### src/core/mmev_pkg.sv
// Purpose: Constants for the memory map, vector table and reset combiner.
// Assumes: 16-bit CPU address space, 125 MHz core clock.
// Notes:   Oscillator ticks arrive as a one-cycle enable from a divider.
package mmev_pkg;
   localparam logic [15:0] ROM_BASE        = 16'h0000;
   localparam logic [15:0] ROM_END_SMALL   = 16'h7FFF;
   localparam logic [15:0] ROM_END_LARGE   = 16'hEFFF;
   localparam logic [15:0] RAM_BASE        = 16'hF000;
   localparam logic [15:0] RAM_END         = 16'hF5FF;
   localparam logic [15:0] DISP_BASE       = 16'hF800;
   localparam logic [15:0] DISP_END        = 16'hFD42;
   localparam logic [15:0] IO_BASE         = 16'hFF00;
   localparam logic [15:0] IO_END          = 16'hFFFF;
   localparam logic [15:0] VEC_TABLE_END   = 16'h0023;
   localparam logic [15:0] VEC_RESERVED    = 16'h0024;
   localparam logic [15:0] SWI_BASE        = 16'h0026;
   localparam logic [15:0] SWI_END         = 16'h00FF;
   localparam logic [15:0] VEC_RESET       = 16'h0000;
   localparam int          NUM_SRC         = 18;
   localparam int          SRC_W           = 5;
   localparam int          LVL_W           = 2;
   // Oscillator-period counts (fosc1 = 32.768 kHz).
   localparam logic [15:0] OSC_STAB_TICKS  = 16'h2000;
   localparam logic [15:0] DROP_SAMPLE_TICKS = 16'h00F8;
   localparam logic [15:0] KEY_HOLD_TICKS  = 16'hFFFF;
   localparam logic [15:0] RESET_PULSE_TICKS = 16'h0040;
   localparam logic [2:0]  DROP_LOW_SAMPLES = 3'h4;
   localparam logic [1:0]  KEY_SEL_NONE    = 2'h0;
   localparam logic [1:0]  KEY_SEL_TWO     = 2'h1;
   localparam logic [1:0]  KEY_SEL_THREE   = 2'h2;
   localparam logic [1:0]  KEY_SEL_FOUR    = 2'h3;
   typedef enum logic [1:0] {RS_HOLD, RS_WAIT, RS_VECTOR, RS_RUN} mmev_rst_type;
endpackage

### src/core/mmev_top.sv
// Purpose: Address decoder, exception vector selection and reset combiner.
// Assumes: CPU fetches the two vector bytes itself; osc_tick_i pulses once
//          per oscillator period; all inputs synchronous to core_clk_i.
// Notes:   Stacking of flags and PC is done by the core on our entry pulse.
// Behaviour
// - ROM ends 7FFF or EFFF by variant
// - RAM selected at F000 through F5FF
// - I/O selected at FF00 through FFFF
// - Display selected F800 through FD42 inclusive
// - 0000 through 0023 is vector table
// - Software vectors even pairs 0026 to 00FF
// - Fixed two-byte vector order from bottom
// - Highest-ranked pending source served first
// - Vector 0024 reserved, never issued
// - Handler address is low byte then high
// - Higher programmed level beats fixed rank
// - Non-reset exceptions save flags and PC
// - Custom branch condition is never driven
// - Reset from pin, keys, or supply detector
// - After release, fetch vector at 0000/0001
// - Start waits 8192 osc periods, plus 248 with detector on
// - Key reset needs two-second hold, bypassable
// - Detector asserts after four low samples
`timescale 1ns/10ps
module mmev_top (
   input  wire logic                                  core_clk_i,
   input  wire logic                                  srst_i,
   input  wire logic                                  large_rom_i,
   input  wire logic [15:0]                           cpu_addr_i,
   input  wire logic                                  cpu_rd_i,
   input  wire logic                                  cpu_wr_i,
   output logic                                       rom_sel_o,
   output logic                                       ram_sel_o,
   output logic                                       disp_sel_o,
   output logic                                       io_sel_o,
   output logic                                       vec_area_o,
   output logic                                       swi_vec_ok_o,
   input  wire logic [mmev_pkg::NUM_SRC-1:0]           exc_req_i,
   input  wire logic [mmev_pkg::NUM_SRC*mmev_pkg::LVL_W-1:0] exc_level_i,
   input  wire logic                                  vec_byte_valid_i,
   input  wire logic [7:0]                            vec_byte_i,
   output logic                                       exc_valid_o,
   output logic [mmev_pkg::SRC_W-1:0]                 exc_src_o,
   output logic [15:0]                                exc_vector_o,
   output logic                                       save_context_o,
   output logic [15:0]                                handler_addr_o,
   output logic                                       handler_valid_o,
   output logic                                       custom_branch_condition_o,
   input  wire logic                                  reset_pin_n_i,
   input  wire logic [3:0]                            key_input_group_low_n_i,
   input  wire logic [1:0]                            key_sel_i,
   input  wire logic                                  supply_drop_detector_en_i,
   input  wire logic                                  supply_drop_detector_sample_i,
   input  wire logic                                  supply_below_level0_i,
   input  wire logic                                  supply_above_level2_i,
   input  wire logic                                  sleep_i,
   input  wire logic                                  osc_tick_i,
   output logic                                       cpu_reset_o,
   output logic                                       reset_vec_fetch_o
);
   typedef struct packed {
      mmev_pkg::mmev_rst_type  rst;
      logic [15:0]             wait_cnt;
      logic [15:0]             key_cnt;
      logic [15:0]             pulse_cnt;
      logic                    key_rst;
      logic [2:0]              drop_cnt;
      logic                    drop_rst;
      logic                    hi_phase;
      logic [7:0]              lo_byte;
      logic [15:0]             handler;
      logic                    handler_valid;
      logic                    sel_rom;
      logic                    sel_ram;
      logic                    sel_disp;
      logic                    sel_io;
   } mmev_top_type;
   mmev_top_type s_q, s_d;
   logic key_all_low;
   logic any_src;
   logic access;

   mmev_vec_sel u_vec_sel (
      .core_clk_i (core_clk_i),
      .srst_i     (srst_i),
      .req_i      (exc_req_i),
      .level_i    (exc_level_i),
      .valid_o    (exc_valid_o),
      .src_o      (exc_src_o),
      .vector_o   (exc_vector_o)
   );

   // ------------------------------------------------------------
   // Key combination and reset source merge
   // ------------------------------------------------------------
   always_comb begin
      if (key_sel_i == mmev_pkg::KEY_SEL_TWO) begin
         key_all_low = ~|key_input_group_low_n_i[1:0];
      end else if (key_sel_i == mmev_pkg::KEY_SEL_THREE) begin
         key_all_low = ~|key_input_group_low_n_i[2:0];
      end else if (key_sel_i == mmev_pkg::KEY_SEL_FOUR) begin
         key_all_low = ~|key_input_group_low_n_i;
      end else begin
         key_all_low = 1'b0;
      end
   end

   assign any_src = !reset_pin_n_i || s_q.key_rst || s_q.drop_rst;
   assign access  = cpu_rd_i || cpu_wr_i;

   // ------------------------------------------------------------
   // Next state
   // ------------------------------------------------------------
   always_comb begin
      s_d = s_q;
      // Hold timer runs at oscillator rate; sleep skips it entirely.
      if (!key_all_low) begin
         s_d.key_cnt = '0;
         s_d.key_rst = 1'b0;
      // A timed pulse that has already fired is not re-armed by the wait after it,
      // so the CPU restarts even while the keys stay held.
      end else if (sleep_i || (s_q.rst == mmev_pkg::RS_WAIT
                               && s_q.key_cnt != mmev_pkg::KEY_HOLD_TICKS)) begin
         s_d.key_rst = 1'b1;
      end else if (osc_tick_i && s_q.key_cnt != mmev_pkg::KEY_HOLD_TICKS) begin
         s_d.key_cnt = s_q.key_cnt + 16'h0001;
         if (s_q.key_cnt + 16'h0001 == mmev_pkg::KEY_HOLD_TICKS) begin
            s_d.key_rst   = 1'b1;
            s_d.pulse_cnt = '0;
         end
      end
      // A timed key reset is a finite pulse so the CPU restarts while held.
      if (s_q.key_rst && !sleep_i && s_q.key_cnt == mmev_pkg::KEY_HOLD_TICKS && osc_tick_i) begin
         s_d.pulse_cnt = s_q.pulse_cnt + 16'h0001;
         if (s_q.pulse_cnt + 16'h0001 == mmev_pkg::RESET_PULSE_TICKS) begin
            s_d.key_rst = 1'b0;
         end
      end
      // Four successive low samples set; recovery to level 2 or disabling the detector clears.
      if (!supply_drop_detector_en_i) begin
         s_d.drop_cnt = '0;
         s_d.drop_rst = 1'b0;
      end else if (supply_drop_detector_sample_i) begin
         if (supply_below_level0_i) begin
            if (s_q.drop_cnt + 3'h1 >= mmev_pkg::DROP_LOW_SAMPLES) begin
               s_d.drop_rst = 1'b1;
            end else begin
               s_d.drop_cnt = s_q.drop_cnt + 3'h1;
            end
         end else begin
            s_d.drop_cnt = '0;
            if (supply_above_level2_i) begin
               s_d.drop_rst = 1'b0;
            end
         end
      end
      // Reset sequencer.
      case (s_q.rst)
         mmev_pkg::RS_HOLD: begin
            s_d.wait_cnt = '0;
            if (!any_src) begin
               s_d.rst = mmev_pkg::RS_WAIT;
            end
         end
         mmev_pkg::RS_WAIT: begin
            if (any_src) begin
               s_d.rst = mmev_pkg::RS_HOLD;
            end else if (osc_tick_i) begin
               s_d.wait_cnt = s_q.wait_cnt + 16'h0001;
               // Stabilisation wait, lengthened when the detector is used.
               if (s_q.wait_cnt + 16'h0001 >= (supply_drop_detector_en_i
                     ? mmev_pkg::OSC_STAB_TICKS + mmev_pkg::DROP_SAMPLE_TICKS
                     : mmev_pkg::OSC_STAB_TICKS)) begin
                  s_d.rst = mmev_pkg::RS_VECTOR;
               end
            end
         end
         mmev_pkg::RS_VECTOR: begin
            s_d.rst = any_src ? mmev_pkg::RS_HOLD : mmev_pkg::RS_RUN;
         end
         default: begin
            if (any_src) begin
               s_d.rst = mmev_pkg::RS_HOLD;
            end
         end
      endcase
      // Handler address assembly: low byte first, then high.
      s_d.handler_valid = 1'b0;
      if (exc_valid_o || s_q.rst == mmev_pkg::RS_VECTOR) begin
         s_d.hi_phase = 1'b0;
      end else if (vec_byte_valid_i) begin
         if (!s_q.hi_phase) begin
            s_d.lo_byte  = vec_byte_i;
            s_d.hi_phase = 1'b1;
         end else begin
            s_d.handler       = {vec_byte_i, s_q.lo_byte};
            s_d.handler_valid = 1'b1;
            s_d.hi_phase      = 1'b0;
         end
      end
      // Region decode; gaps leave every select low.
      s_d.sel_rom  = access && (cpu_addr_i <= (large_rom_i ? mmev_pkg::ROM_END_LARGE
                                                         : mmev_pkg::ROM_END_SMALL));
      s_d.sel_ram  = access && cpu_addr_i >= mmev_pkg::RAM_BASE
                            && cpu_addr_i <= mmev_pkg::RAM_END;
      s_d.sel_disp = access && cpu_addr_i >= mmev_pkg::DISP_BASE
                            && cpu_addr_i <= mmev_pkg::DISP_END;
      s_d.sel_io   = access && cpu_addr_i >= mmev_pkg::IO_BASE;
   end

   always_ff @(posedge core_clk_i) begin
      if (srst_i) begin
         s_q     <= '0;
         s_q.rst <= mmev_pkg::RS_HOLD;
      end else begin
         s_q <= s_d;
      end
   end

   // ------------------------------------------------------------
   // Outputs
   // ------------------------------------------------------------
   assign rom_sel_o    = s_q.sel_rom;
   assign ram_sel_o    = s_q.sel_ram;
   assign disp_sel_o   = s_q.sel_disp;
   assign io_sel_o     = s_q.sel_io;
   assign vec_area_o   = cpu_addr_i <= mmev_pkg::VEC_TABLE_END;
   assign swi_vec_ok_o = cpu_addr_i >= mmev_pkg::SWI_BASE && cpu_addr_i <= mmev_pkg::SWI_END
                         && !cpu_addr_i[0];
   assign save_context_o = exc_valid_o && exc_src_o != '0;
   assign handler_addr_o  = s_q.handler;
   assign handler_valid_o = s_q.handler_valid;
   assign custom_branch_condition_o = 1'b0;
   assign cpu_reset_o       = s_q.rst != mmev_pkg::RS_RUN;
   assign reset_vec_fetch_o = s_q.rst == mmev_pkg::RS_VECTOR;
endmodule

### src/core/mmev_vec_sel.sv
// Purpose: Picks the winning exception source and its vector address.
// Assumes: Source 0 is reset, source 17 is clock timer 1 Hz.
// Notes:   Output is registered; one cycle from request to vector.
`timescale 1ns/10ps
module mmev_vec_sel (
   input  wire logic                                 core_clk_i,
   input  wire logic                                 srst_i,
   input  wire logic [mmev_pkg::NUM_SRC-1:0]          req_i,
   input  wire logic [mmev_pkg::NUM_SRC*mmev_pkg::LVL_W-1:0] level_i,
   output logic                                       valid_o,
   output logic [mmev_pkg::SRC_W-1:0]                 src_o,
   output logic [15:0]                                vector_o
);
   typedef struct packed {
      logic                        valid;
      logic [mmev_pkg::SRC_W-1:0]  src;
      logic [15:0]                 vector;
   } mmev_sel_type;
   mmev_sel_type s_q, s_d;
   logic [mmev_pkg::LVL_W:0] best_lvl;
   logic [mmev_pkg::LVL_W:0] lvl_n;

   // ------------------------------------------------------------
   // Priority search
   // ------------------------------------------------------------
   always_comb begin
      s_d      = '0;
      best_lvl = '0;
      lvl_n    = '0;
      // Scan from lowest rank upward; ties go to the lower index.
      for (int i = mmev_pkg::NUM_SRC - 1; i >= 0; i--) begin
         // Reset outranks every programmed level.
         lvl_n = (i == 0) ? {1'b1, {mmev_pkg::LVL_W{1'b1}}}
                          : {1'b0, level_i[i*mmev_pkg::LVL_W +: mmev_pkg::LVL_W]};
         if (req_i[i] && (!s_d.valid || lvl_n >= best_lvl)) begin
            s_d.valid = 1'b1;
            s_d.src   = mmev_pkg::SRC_W'(i);
            best_lvl  = lvl_n;
            // Two-byte vectors from the bottom; 0024H is never produced.
            s_d.vector = 16'(i * 2);
         end
      end
   end

   always_ff @(posedge core_clk_i) begin
      if (srst_i) begin
         s_q <= '0;
      end else begin
         s_q <= s_d;
      end
   end

   assign valid_o  = s_q.valid;
   assign src_o    = s_q.src;
   assign vector_o = s_q.vector;
endmodule

### config.mk
export PLATFORM = sky130hd
export DESIGN_NAME = mmev_top
export DESIGN_NICKNAME = d
export VERILOG_FILES = /design/src/core/mmev_pkg.sv /design/src/core/mmev_top.sv /design/src/core/mmev_vec_sel.sv
export SDC_FILE = /design/constraint.sdc
export NUM_CORES = 1
export LEC_CHECK = 0
export ABC_AREA = 1
export BUFFER_PORTS_ARGS = -buffer_cell sky130_fd_sc_hd__buf_2
export CAP_MARGIN = 10
export CORE_AREA = 2 2 170 172
export DETAILED_ROUTE_END_ITERATION = 10
export DIE_AREA = 0 0 172 174
export PLACE_DENSITY_LB_ADDON = 0.25
export SETUP_SLACK_MARGIN = 0.15
export SLEW_MARGIN = 10
export SYNTH_ARGS = -nofsm -noshare
export SYNTH_HDL_FRONTEND = slang
export SYNTH_HIERARCHICAL = 1
export SYNTH_SLANG_ARGS = --single-unit
### constraint.sdc
create_clock -name core_clk_i -period 23 [get_ports core_clk_i]
set_input_delay 4.6 -clock core_clk_i [delete_from_list [all_inputs] [get_ports core_clk_i]]
set_output_delay 4.6 -clock core_clk_i [all_outputs]
set_load 0.02 [all_outputs]
==> run metrics <==
status completed; type of the worst min-delay path flop to flop; remaining antenna violation count 0; Reg area between 1500 and 2000 um2; die boundary width 172 um; boundary pin count roughly 150; vias in the first global route 6,218; P per Cell Area 49.49 nW/um2; placed cell count 1,549; Max VDD drop roughly 0.03 mV; residual DRC count 0; wire length per cell about 11 um; Seq cells post-synth 91; CTS Buf Count 9; critical path required time 23,290 ps; total number of vias approximately 6,600; clock-pin slew on the worst setup and hold paths 70 ps; GRT overflow 0; die outline area 29,930 um2; Rows 62; Setup Fix Bufs, Post-CTS 0; Detailed Place HPWL roughly 13,000 um; commonest non-fill, non-tap cells in the layout 214 x nand2_1, 171 x inv_1, 131 x buf_2; vias per inst 4.198; global-route wire length before repair ~28,000 um; RD Place Congestion between 0.7 and 0.8; leading cell type in the layout, fill and taps excluded nand2_1; Pins Over Slew Limit 0; area grow syn2layout 16.02%; Final min period approximately 19,000 ps; Core Region 28,240 um2; Multi-input gate area ~4000 um2; FMAX 51.40 MHz; Setup WS post-layout 3545 ps; Initial DRC Count 221; FF-to-FF path depth 15; Final Non-Filler Cells between 1,500 and 2,000; clk_lat worst skew 350 ps; drt pass-1 iters 4; CP Capture Type flop; buffer depth of the longest clock path 2; synthesized area 6914 um2; Slew headroom 26.93%; post-synthesis average cell area 6.444 um2; Port Buffers between 100 and 150; Post-Place Worst Slack between 3000 and 4000 ps; Max-Cap Viols 0; CP max FO 8; setup violators final 0; RSZ-0062 raised after global routing no; n_diodes 0; initial antenna violation count 0; register area share after synthesis 26.35%; yosys warns 6; Syn Inst Count 1,073; crit path kind input pin to flop; largest net degree at the start of global routing 35; Final Hold Viols 0; number of H-tree levels 3; Pleak 3.731 nW; final cell utilization of the core 28.41%; Crit-path slowest cell ha_1; CP arrival 19,740 ps; Tot GR Track Use 11.44%; Unique masters post-synth 52; clock sink count 91; CTS tree built; share of layout cells above drive strength 1 20.51%; slowest cell delay on critical path 300 ps; height of the die 174 um; initial core utilization 24.49%; CTS Hold Buffers Added 0; final wirelength 16,630 um; Tcrit/Tclk final a little over four fifths; Nets 1,304; Resize count post-CTS 0; WHS Path Cells 2; critical path's most frequent cell o21ai_0; TNS Setup 0 ps; Final Skew 10.70 ps; # fillers 3,200; Worst-Margin Slew 1093 ps; Root Buffer clkbuf_16; Startpoint Class input pin
[metal layers]
layer	vias up	routed length (um)	track usage [%]
met3	9	960	3.256
li1	3588	-	-
met5	-	0	0
met4	0	165	3.256
met1	2862	8076	14.61
met2	107	7424	18.69
[final cells by class]
type                       count  area share (%)
clock inverter                 4          0.3588
clock buffer                  11           2.901
timing repair buffer         134           8.454
tap                          384           5.990
sequential                    91           22.71
inverter                     175           8.189
multi-input combinational    765           51.40
[Yosys cell counts (all sizes together)]
| cell | number | share of area [%] |
|---|---|---|
| nand2 | 258 | 17 |
| inv | 173 | 9.4 |
| nor2 | 133 | 7.9 |
| nand3 | 96 | 8.7 |
| dfxtp | 91 | 26 |
| a21oi | 78 | 6.2 |
| o21ai | 69 | 5.0 |
| buf | 42 | 4.5 |
| ha | 31 | 5.6 |
| nand4 | 19 | 1.8 |
| nor3 | 15 | 1.2 |
| xor2 | 14 | 1.8 |
| clkbuf | 10 | 0.54 |
| or2 | 7 | 0.63 |
| a31oi | 4 | 0.36 |
| xnor2 | 4 | 0.51 |
| and2 | 3 | 0.27 |
| nor4 | 3 | 0.27 |
| a211oi | 2 | 0.22 |
| a21boi | 2 | 0.22 |
| clkinv | 2 | 0.11 |
| conb | 2 | 0.11 |
| nand3b | 2 | 0.22 |
| o21a | 2 | 0.22 |
| o22ai | 2 | 0.18 |
| a2111oi | 1 | 0.13 |
| a211o | 1 | 0.13 |
| a221oi | 1 | 0.13 |
| and3 | 1 | 0.091 |
| o211ai | 1 | 0.11 |
| o21bai | 1 | 0.11 |
| o41ai | 1 | 0.13 |
| or3 | 1 | 0.091 |
| or4 | 1 | 0.11 |
[critical path, delay by kind of cell]
family	cells	cell delay, ps
buffers and inverters	17	1190
AO/OA/AOI/OAI	29	3850
AND/OR/NAND/NOR	61	5650
adder cells (fa/ha/maj)	16	4440
[where the power goes]
group / total, W / leakage [nW] / switching (W) / internal [W]
logic: 0.0000953 / 2.87 / 0.0000614 / 0.0000339
clock network: 0.000137 / 0.122 / 0.0000639 / 0.0000728
registers: 0.000165 / 0.737 / 0.00000313 / 0.000162
total: 0.000397 / 3.73 / 0.000128 / 0.000269
[sequential cells by signal, summed over array words and instances, names as in the netlist]
name	count
handler_valid_o	1
u_vec_sel/valid_o	1
ram_sel_o	1
disp_sel_o	1
rom_sel_o	1
u_vec_sel/src_o	5
s_q	64
handler_addr_o	16
io_sel_o	1
[per-stage QoR]
| stage | instance area, um2 | power, W | hold slack, ps |
|---|---|---|---|
| finish | 8021 | 0.0003970 | 442.8 |
| CTS | 8021 | 0.0004039 | 446.7 |
| global route | 8021 | 0.0004244 | 466.8 |
| global placement | 7760 | 0.0002642 | 432.4 |
| detailed placement | 7760 | 0.0002647 | 436.2 |
| floorplan | 6952 | 0.0002400 | 424.0 |
[cells by family after synthesis]
family                   Yosys count  share of synthesized area (%)
AND/OR/NAND/NOR                  539                          37.98
buffers and inverters            227                          14.57
AO/OA/AOI/OAI                    165                          13.10
flip-flops                        91                          26.35
adder cells (fa/ha/maj)           31                          5.610
XOR/XNOR                          18                          2.280
other                              2                         0.1086
[final timing paths]
check                     start                  to  slack (ps)
max reg2reg             s_q[69]             s_q[84]       20380
min reg2reg  handler_addr_o[13]  handler_addr_o[13]         440
min          handler_addr_o[13]  handler_addr_o[13]         440
max               exc_req_i[17]  u_vec_sel/src_o[4]        3540
Note: power is estimated with default switching activity, not from simulation.
